`src/design/prs_params.svh`:
```
// Timing counts and widths for the power-on reset and time-reference block
// Assumes ref_clk is the primary system clock at 10 MHz
`ifndef PRS_PARAMS_SVH
`define PRS_PARAMS_SVH
`define PRS_CLK_PERIOD_NS 100
`define PRS_PLL_LOCK_US 100
`define PRS_PLL_LOCK_CYC ((`PRS_PLL_LOCK_US * 1000) / `PRS_CLK_PERIOD_NS)
`define PRS_HRST_MIN_CYC 32
`define PRS_ECHO_CYC 3
`define PRS_STRAP_W 8
`define PRS_TB_W 32
`define PRS_CNT_W 12
`endif

```
`src/design/prs_pkg.sv`:
```
// Types for the power-on reset and time-reference block
// Shared by the sequencer and its synchroniser
`include "prs_params.svh"
package prs_pkg;
	typedef enum logic [1:0] {
		PRS_POR  = 2'b00,
		PRS_LOCK = 2'b01,
		PRS_RUN  = 2'b11,
		PRS_EXT  = 2'b10
	} prs_state_t;

	typedef struct packed {
		logic porSync;
		logic hrstSync;
		logic rtcSync;
	} prs_pins_t;

	typedef struct packed {
		prs_state_t                state;
		logic [`PRS_CNT_W-1:0]     count;
		logic [`PRS_STRAP_W-1:0]   straps;
		logic                      porPrev;
		logic                      rtcPrev;
		logic [`PRS_TB_W-1:0]      timeBase;
		logic                      hrstDrive;
	} prs_regs_t;
endpackage

```
`src/design/prs_sequencer.sv`:
```
// Power-on reset sequencer: hard reset drive, strap capture, time reference
// Assumes ref_clk is the primary system clock; pins are asynchronous
`timescale 1ns/1ps
module prs_sequencer
	import prs_pkg::*;
#(
	parameter int LOCK_CYC = `PRS_PLL_LOCK_CYC
)(
	input  wire logic                     ref_clk,
	input  wire logic                     rst,
	input  wire logic                     power_on_reset_in,
	input  wire logic                     hard_reset_line_in,
	output logic                          hard_reset_line_out,
	output logic                          hard_reset_line_oe,
	input  wire logic [`PRS_STRAP_W-1:0]  strapIn,
	input  wire logic                     timeRefIn,
	output logic      [`PRS_STRAP_W-1:0]  strapValue,
	output logic                          interruptCounterTick,
	output logic      [`PRS_TB_W-1:0]     timeBaseValue,
	output logic                          timeRefSampled,
	output logic                          coreResetActive
);
	localparam logic [`PRS_CNT_W-1:0] LockLast = `PRS_CNT_W'(LOCK_CYC - 1);
	localparam logic [`PRS_CNT_W-1:0] HrstLast = `PRS_CNT_W'(`PRS_HRST_MIN_CYC - 1);
	localparam logic [`PRS_CNT_W-1:0] EchoLast = `PRS_CNT_W'(`PRS_ECHO_CYC - 1);

	prs_pins_t pins;
	prs_regs_t cur_reg;
	prs_regs_t cur_next;
	logic      risingRef;
	logic      porFall;
	logic [`PRS_STRAP_W-1:0] strapSync;

	// Reset, hard reset and time reference pins, two flops each
	prs_sync #(.WIDTH(3)) u_sync (
		.ref_clk (ref_clk),
		.rst     (rst),
		.asyncIn ({power_on_reset_in, hard_reset_line_in, timeRefIn}),
		.syncOut (pins)
	);

	// Straps take the same two flops, so capture lines up with negation
	prs_sync #(.WIDTH(`PRS_STRAP_W)) u_strap_sync (
		.ref_clk (ref_clk),
		.rst     (rst),
		.asyncIn (strapIn),
		.syncOut (strapSync)
	);

	assign risingRef = pins.rtcSync & ~cur_reg.rtcPrev;
	assign porFall   = cur_reg.porPrev & ~pins.porSync;

	always_comb
	begin
		cur_next         = cur_reg;
		cur_next.porPrev = pins.porSync;
		cur_next.rtcPrev = pins.rtcSync;
		// time base counts sampled edges only
		if (risingRef)
		begin
			cur_next.timeBase = cur_reg.timeBase + `PRS_TB_W'(1);
		end
		if (pins.porSync)
		begin
			// drive hard reset during power-on reset
			cur_next.state     = PRS_POR;
			cur_next.hrstDrive = 1'b1;
			cur_next.count     = '0;
			cur_next.timeBase  = '0;
		end
		else
		begin
			unique case (cur_reg.state)
				PRS_POR:
				begin
					if (porFall)
					begin
						cur_next.straps = strapSync;
						cur_next.state  = PRS_LOCK;
						cur_next.count  = '0;
					end
				end
				PRS_LOCK:
				begin
					// hold drive for PLL lock time
					if (cur_reg.count == LockLast)
					begin
						cur_next.state     = PRS_RUN;
						cur_next.hrstDrive = 1'b0;
						cur_next.count     = '0;
					end
					else
					begin
						cur_next.count = cur_reg.count + `PRS_CNT_W'(1);
					end
				end
				PRS_RUN:
				begin
					// external hard reset seen as input
					// Own drive still echoes through the synchroniser: blank it
					if (cur_reg.count < EchoLast)
					begin
						cur_next.count = cur_reg.count + `PRS_CNT_W'(1);
					end
					else if (pins.hrstSync)
					begin
						cur_next.state = PRS_EXT;
						cur_next.count = '0;
					end
				end
				PRS_EXT:
				begin
					if (!pins.hrstSync)
					begin
						cur_next.state = PRS_RUN;
						cur_next.count = EchoLast;
					end
					else if (cur_reg.count != HrstLast)
					begin
						cur_next.count = cur_reg.count + `PRS_CNT_W'(1);
					end
				end
			endcase
		end
	end

	always_ff @(posedge ref_clk)
	begin
		if (rst)
		begin
			cur_reg.state    <= PRS_POR;
			cur_reg.count    <= '0;
			cur_reg.straps   <= '0;
			cur_reg.porPrev  <= 1'b0;
			cur_reg.rtcPrev  <= 1'b0;
			cur_reg.timeBase <= '0;
			cur_reg.hrstDrive <= 1'b1;
		end
		else
		begin
			cur_reg <= cur_next;
		end
	end

	assign hard_reset_line_out  = 1'b1;
	assign hard_reset_line_oe   = cur_reg.hrstDrive;
	assign strapValue           = cur_reg.straps;
	assign timeBaseValue        = cur_reg.timeBase;
	assign timeRefSampled       = cur_reg.rtcPrev;
	assign interruptCounterTick = risingRef;
	assign coreResetActive      = cur_reg.hrstDrive | (cur_reg.state == PRS_EXT);

	a_por_drives_hrst: assert property (@(posedge ref_clk) disable iff (rst)
		pins.porSync |=> hard_reset_line_oe)
		else $error("hard reset not driven during power-on reset");

	a_release_after_por: assert property (@(posedge ref_clk) disable iff (rst)
		$fell(hard_reset_line_oe) |-> !pins.porSync && $past(cur_reg.state) == PRS_LOCK)
		else $error("hard reset released before power-on reset negated");

	a_lock_wait_len: assert property (@(posedge ref_clk) disable iff (rst)
		$fell(hard_reset_line_oe) |-> $past(cur_reg.count) == LockLast)
		else $error("hard reset released before lock time");

	a_strap_capture: assert property (@(posedge ref_clk) disable iff (rst)
		(porFall && cur_reg.state == PRS_POR) |=> strapValue == $past(strapSync))
		else $error("straps not captured at negation");

	a_strap_hold: assert property (@(posedge ref_clk) disable iff (rst)
		(cur_reg.state == PRS_RUN && !pins.porSync) |=> $stable(strapValue))
		else $error("straps changed after capture");

	a_tb_tick: assert property (@(posedge ref_clk) disable iff (rst)
		(risingRef && !pins.porSync) |=> timeBaseValue == $past(timeBaseValue) + 1)
		else $error("time base missed reference edge");

	a_tb_idle: assert property (@(posedge ref_clk) disable iff (rst)
		(!risingRef && !pins.porSync) |=> $stable(timeBaseValue))
		else $error("time base moved without reference edge");

	a_tick_single: assert property (@(posedge ref_clk) disable iff (rst)
		interruptCounterTick |=> !interruptCounterTick && timeRefSampled)
		else $error("counter tick longer than one cycle");

	a_por_clears_tb: assert property (@(posedge ref_clk) disable iff (rst)
		pins.porSync |=> timeBaseValue == '0)
		else $error("time base not cleared during power-on reset");

	a_echo_blank: assert property (@(posedge ref_clk) disable iff (rst)
		$fell(hard_reset_line_oe) |-> !coreResetActive [*3])
		else $error("own hard reset drive seen as external reset");

	a_ext_entry: assert property (@(posedge ref_clk) disable iff (rst)
		(cur_reg.state == PRS_RUN && cur_reg.count == EchoLast && pins.hrstSync)
		|=> coreResetActive)
		else $error("external hard reset not seen");

	c_por_release: cover property (@(posedge ref_clk) disable iff (rst)
		$fell(hard_reset_line_oe));
	c_ext_hrst: cover property (@(posedge ref_clk) disable iff (rst)
		cur_reg.state == PRS_EXT);
	c_ref_tick: cover property (@(posedge ref_clk) disable iff (rst)
		interruptCounterTick);
	c_strap_take: cover property (@(posedge ref_clk) disable iff (rst)
		porFall && cur_reg.state == PRS_POR);
endmodule

```
`src/design/prs_sync.sv`:
```
// Two-flop synchroniser bank for asynchronous pins
// Assumes inputs come from outside the ref_clk domain
`timescale 1ns/1ps
module prs_sync
	import prs_pkg::*;
#(
	parameter int WIDTH = 3
)(
	input  wire logic             ref_clk,
	input  wire logic             rst,
	input  wire logic [WIDTH-1:0] asyncIn,
	output logic      [WIDTH-1:0] syncOut
);
	logic [WIDTH-1:0] stage1_reg;

	always_ff @(posedge ref_clk)
	begin
		if (rst)
		begin
			stage1_reg <= '0;
			syncOut    <= '0;
		end
		else
		begin
			stage1_reg <= asyncIn;
			syncOut    <= stage1_reg;
		end
	end
endmodule

```
`config.mk`:
```
export PLATFORM = sky130hd
export DESIGN_NAME = prs_sequencer
export DESIGN_NICKNAME = d
export VERILOG_FILES = /design/src/design/prs_pkg.sv /design/src/design/prs_sequencer.sv /design/src/design/prs_sync.sv
export VERILOG_INCLUDE_DIRS = /design/src /design/src/design
export SDC_FILE = /design/constraint.sdc
export NUM_CORES = 1
export LEC_CHECK = 0
export ABC_CLOCK_PERIOD_IN_PS = 3100
export BUFFER_PORTS_ARGS = -buffer_cell sky130_fd_sc_hd__buf_2
export CORE_UTILIZATION = 34
export DETAILED_ROUTE_END_ITERATION = 8
export PLACE_DENSITY = 0.54
export SLEW_MARGIN = 5
export SYNTH_ARGS = -nofsm -noshare
export SYNTH_HDL_FRONTEND = slang
export SYNTH_SLANG_ARGS = --single-unit
```
`constraint.sdc`:
```
create_clock -name ref_clk -period 3.1 [get_ports ref_clk]
set_clock_uncertainty 0.2 [all_clocks]
set_input_delay 0.93 -clock ref_clk [delete_from_list [all_inputs] [get_ports ref_clk]]
set_output_delay 0.93 -clock ref_clk [all_outputs]
set_load 0.02 [all_outputs]
```
== Word level (Yosys, flattened, before mapping) ==
Index checks and enable logic that the tools add are counted.

* $lt $le $gt $ge: 1
* Multipliers: 0
* Eq/ne operators: 12
* Bitwise operators: 5
* Add/sub/neg operators: 2
* Div/mod/pow operators: 0
* Multiplexer cells: 10
* Reductions and logical operators: 6
* Shift-type cells: 0

{| class="wikitable"
|+ Operator list
! operator !! count
|-
| 14-bit one-hot mux with 4 select lines || 1
|-
| 12-bit two-way mux || 4
|-
| 32-bit by 1-bit adder with 32-bit output, second input constant || 1
|-
| 22-bit two-way mux || 1
|-
| 14-bit two-way mux || 1
|-
| 12-bit by 1-bit adder with 12-bit output, second input constant || 1
|-
| 12-bit by 10-bit == test with 1-bit output, second input constant || 1
|-
| 12-bit by 2-bit less-than comparator with 1-bit output, second input constant || 1
|-
| 12-bit by 5-bit inequality test with 1-bit output, second input constant || 1
|-
| 2-bit inequality test, second input constant || 4
|-
| 2-bit two-way mux || 3
|-
| 3-bit AND reduction || 2
|-
| 5-bit AND reduction || 1
|-
| 2-bit == test, second input constant || 2
|-
| 3-bit by 2-bit inequality test with 1-bit output, second input constant || 1
|-
| 3-bit inequality test, second input constant || 1
|-
| 1-bit bitwise AND || 2
|-
| 2-bit by 1-bit == test with 1-bit output, second input constant || 1
|-
| 2-bit logical NOT || 1
|-
| 2-bit by 1-bit inequality test with 1-bit output, second input constant || 1
|-
| 1-bit NOT || 2
|-
| 2-bit AND reduction || 1
|-
| 2-bit OR reduction || 1
|-
| 1-bit OR || 1
|}

* Bits in latches: 0
* Memory bits (writable): 0
* Memories kept: 0
* Flip-flop bits (word level): 79
* ROM bits: 0
* Logic and storage cells: 47

== Logic depth before layout (Yosys ltp) ==
* Depth after elaboration: 4
* Gate-level depth with buffers: 10
* Gate-level depth less buffers: 7

== Modules after synthesis ==
A second synthesis with hierarchy kept.

* Cell total of the unflattened synthesis: 408
* Area total of the unflattened synthesis: 3634.7 sq um

{| class="wikitable"
|+ By module, submodules not included
! module !! times used !! area an instance (sq um) !! seq. area each (sq um) !! cells each
|-
| prs_sequencer || 1 || 3012.9 || 1141.1 || 363
|-
| prs_sync (u_strap_sync) || 1 || 464.2 || 320.3 || 33
|-
| prs_sync (u_sync) || 1 || 157.7 || 120.1 || 12
|}

== Worst setup path after synthesis ==
OpenSTA, ideal clock, no wires.

* Path kind: register to register
* From: register cur_reg[55] in the netlist's numbering
* To: register cur_reg[52] in the netlist's numbering
* Buffers on the path: 1
* Arrival time: 2.117 ns
* Cell stages (with the launch flop): 9
* Setup time: 0.070 ns
* Setup slack: 0.713 ns
* Cell sequence: dfxtp_1 > inv_1 > ha_1 > and3_1 > and4_1 > or3_1 > buf_2 > or4_1 > a21oi_1

* Cells in the longest elaborated chain, start to end: 3
* Elaborated cells on any way between the ends: 9
* Classes of those cells: eq/ne: 6; mux: 1; reduce/logical: 2

{| class="wikitable"
|+ Ends and longest elaborated chain
! element !! RTL line !! RTL
|-
| start, declared || prs_sequencer.sv:28 || <nowiki>prs_regs_t cur_reg;</nowiki>
|-
| start signal, assigned || prs_sequencer.sv:141 || <nowiki>cur_reg <= cur_next;</nowiki>
|-
| 2-bit == test or 2-bit logical NOT (tied branches) || prs_sequencer.sv:73 || <nowiki>unique case (cur_reg.state)</nowiki>
|-
| 3-bit inequality test (no source line), or another cell as far along || - ||
|-
| 3-bit AND reduction (no source line) || - ||
|}

Parallel ways exist; a longest one is shown, timed or not.
A chain may end at the register's enable or synchronous reset.

== Final worst setup path ==
* From: register cur_reg[55] in the netlist's numbering
* To: output port coreResetActive

* Cells in the longest elaborated chain, start to end: 2

{| class="wikitable"
|+ Ends and longest elaborated chain
! element !! RTL line !! RTL
|-
| 2-bit == test || prs_sequencer.sv:151 || <nowiki>assign coreResetActive = cur_reg.hrstDrive | (cur_reg.state == PRS_EXT);</nowiki>
|-
| 1-bit OR || prs_sequencer.sv:151 ||
|-
| end, declared || prs_sequencer.sv:21 || <nowiki>output logic coreResetActive</nowiki>
|}

Every way passes these cells.

==> metrics.yaml <==
status:
  status: "complete, no violations"
die:
  dieArea_sq_um: 11000
  start_util_pct: 35.00
  die_w_um: 104.9
  dieHeight_um: 104.9
  ios: 58
  rows: 37
  core_area_sq_um: 10280
power_and_ir_drop:
  power_frac_comb_pct: 5.6
  switching_share_pct: 23.60
  powerDensity_nw_per_um2: 509.8
  clockPowerShare_pct: 42.2
  internal_power_uw: 1529
  leakage_uw: 0.001523
  p_seq_share_pct: 52.2
  ir_drop_uv: 318.9
  total_power_uw: 2002
  switchingPower_uw: 472.4
logic_synthesis:
  syn_nets: 421
  yosysWarnings: 0
  synth_cell_types: 44
  ys_ff_latch: 79
  netlist_area_sq_um: 3597
  synth_cells: 401
  syn_avg_cell_area_sq_um: 8.971
  yosysSeqAreaShare_pct: 43.97
placed_design:
  io_buffers: 56
  finalWeightedCongestion: 0.8344
  dp_hpwl_mm: 4.912
  dpl-instance-area_sq_um: 3707
finish:
  fillers: 1064
  multiInputGateArea_sq_um: 1612
  postLayoutCellArea_sq_um: 3926
  largest_register_ffs: 32
  diodes: 0
  fin_nets: 436
  area_delta_synth_final_pct: 9.148
  drive_gt1_share_pct: 19.71
  register_area_sq_um: 1582
timing:
  fin_crit_sh_pct: 85.98
  hold_ws_ns: 0.2379
  worstMarginPinSlew_ns: 0.8080
  max_slew_margin_pct: 46.02
  rsz0062_at_grt: "false"
  min_period_ns: 2.665
  fmax_ghz: 0.3752
  timing_hold_violations_final: 0
  fin_tns_setup_ns: 0
  report.final.slew_viol_count: 0
  setup_viol: 0
detailed_routing:
  finalWirelength_mm: 6.999
  drc: 0
  drt-pass1-iter-count: 4
  wire_per_inst_um: 12.57
  drtIter0Drc: 138
  vias: 2645
  antenna_left: 0
  vias_per_cell: 4.749
critical_path:
  slowest_delay_ns: 0.37
  path_class: "flip-flop to output port"
  worst-path-max-fanout: 5
  cp_top_family: "flip-flops"
  rr_worst_depth: 7
  cp-end-kind: "output port"
  required_ns: 1.97
  rrSetupSlack_ns: 0.51
  crit_chain: "inv_1 -> ha_1 -> or2_2 -> buf_2"
  arrival_ns: 1.54
  path_depth: 4
  start_kind: "flip-flop"
  r2r_start: "cur_reg[55]"
  critical_path_buf_inv_count: 2
  r2r-end: "cur_reg[52]"
  critical_path.slowest_cell: "dfxtp_1"
clock_tree:
  htreeDepth: 3
  cts_root_buf: "clkbuf_8"
  cts_resized: 0
  clock_path_buffers: 2
  clk_pin_slew_worst_paths_ns: 0.09
  cts_sinks: 79
  cts_setup_buffers: 0
  clk_latency_ns: 0.35
  hold_buffers: 0
  tritoncts: "done"
  cts-buffers-inserted: 9
global_routing:
  grt_pass1_vias: 2519
  grt_use_total_pct: 13.75
  grt_antenna_before_repair: 0
  grt_pass1_wl_mm: 12.10
  gr-total-overflow: 0
  grt_start_max_net_pins: 36
min_path:
  hold_depth: 1
  min_from: "u_strap_sync.stage1_reg[3]"
  hp-class: "flip-flop to flip-flop"
  hold_path_end: "u_strap_sync.syncOut[3]"
job:
  drv_cap: 0
-- worst reg2reg max path: cells and delay by family (launching register included) --
family,cells,cell delay [ns]
compound gates,1,0.14
simple gates,4,1.45
flops,1,0.37
fa+ha+maj,1,0.26
buf+inv,1,0.10
-- layer usage --
layer  wire length [um]  track usage, %
met1               3391           17.49
met5                  0               0
met3                345           4.429
met4                109           5.030
met2               3152           21.71
-- cell families after synthesis --
family	share of synthesized area, %
muxes	0.2783
adders and majority gates	2.435
AOI/OAI and AO/OA	4.870
xor gates and xnor gates	9.009
and+or+nand+nor	28.10
DFF	43.97
other	0.1042
buffers and inverters	11.24
-- Yosys cell counts --
cell	instances	share of area, %
o31ai_1	3	0.63
a211o_1	1	0.24
dfxtp_1	79	44
nand2b_1	1	0.17
and3_1	7	1.2
a31oi_2	1	0.35
buf_2	2	0.28
mux2i_1	1	0.28
nor3b_1	2	0.42
o2111a_1	1	0.31
a31oi_1	1	0.17
buf_4	41	8.6
xnor2_1	21	5.1
xor2_1	16	3.9
and4_1	5	1.2
o21ai_0	2	0.28
nor4b_1	2	0.49
buf_6	1	0.31
or3_1	3	0.52
or4b_1	1	0.28
nor4_2	1	0.35
conb_1	1	0.10
inv_1	7	0.73
o21ai_1	2	0.28
a31o_1	1	0.24
or4_1	3	0.63
nand4b_1	3	0.73
a21oi_1	14	1.9
and3b_1	1	0.24
nand2_1	27	2.8
nor3_1	5	0.70
nor4_4	1	0.59
nand3_1	23	3.2
nand3b_1	1	0.21
nor2_1	42	4.4
nor4_1	12	2.1
ha_1	7	2.4
nor3_2	1	0.28
a211oi_1	2	0.42
or2_2	2	0.35
nand4_1	12	2.1
nor2b_1	28	4.9
and4b_1	1	0.28
clkbuf_1	13	1.4
-- layout by cell type, fill, tap and decap left out, drive strengths merged, types with 8 or more instances in the layout --
master / Yosys / layout
nor2: 42 / 42
xnor2: 21 / 21
dfxtp: 79 / 79
inv: 7 / 8
clkbuf: 13 / 9
xor2: 16 / 16
a21oi: 14 / 14
nand3: 23 / 23
nand4: 12 / 12
nor2b: 28 / 28
nor4: 14 / 14
buf: 44 / 61
nand2: 27 / 27
-- layout make-up --
type | instances | share of cell area (%)
clock buffer | 9 | 3.155
tap | 136 | 4.334
inverter | 7 | 0.6692
sequential | 79 | 40.28
clock inverter | 7 | 2.422
multi-input combinational | 258 | 41.05
timing repair buffer | 61 | 8.094
-- per-stage QoR --
| stage | std cells | util, % | setup WS [ns] |
|---|---|---|---|
| after global placement | 541 | 36.07 | 0.5996 |
| after global routing | 557 | 38.20 | 0.3637 |
| after CTS | 557 | 38.20 | 0.4046 |
| after floorplan | 401 | - | 0.7129 |
| after detailed placement | 541 | 36.07 | 0.5405 |
| final | 557 | 38.20 | 0.4347 |
-- worst max-delay path by stage --
stage,from,slack (ns),endpoint
6_report,cur_reg[55],0.43,coreResetActive
5_1_grt,cur_reg[55],0.36,cur_reg[52]
4_1_cts,cur_reg[55],0.40,coreResetActive
3_5_place_dp,cur_reg[55],0.54,cur_reg[52]
3_3_place_gp,cur_reg[55],0.60,cur_reg[52]
2_1_floorplan,cur_reg[55],0.71,cur_reg[52]
-- power groups by stage --
stage	Combinational (uW)	Clock, uW	Sequential, uW
finish	112	845	1040
global route	126	915	1050
CTS	113	876	1040
detailed placement	113	0	1070
global placement	112	0	1070
floorplan	83.5	0	1070
Note: power is estimated with default switching activity, not from simulation.
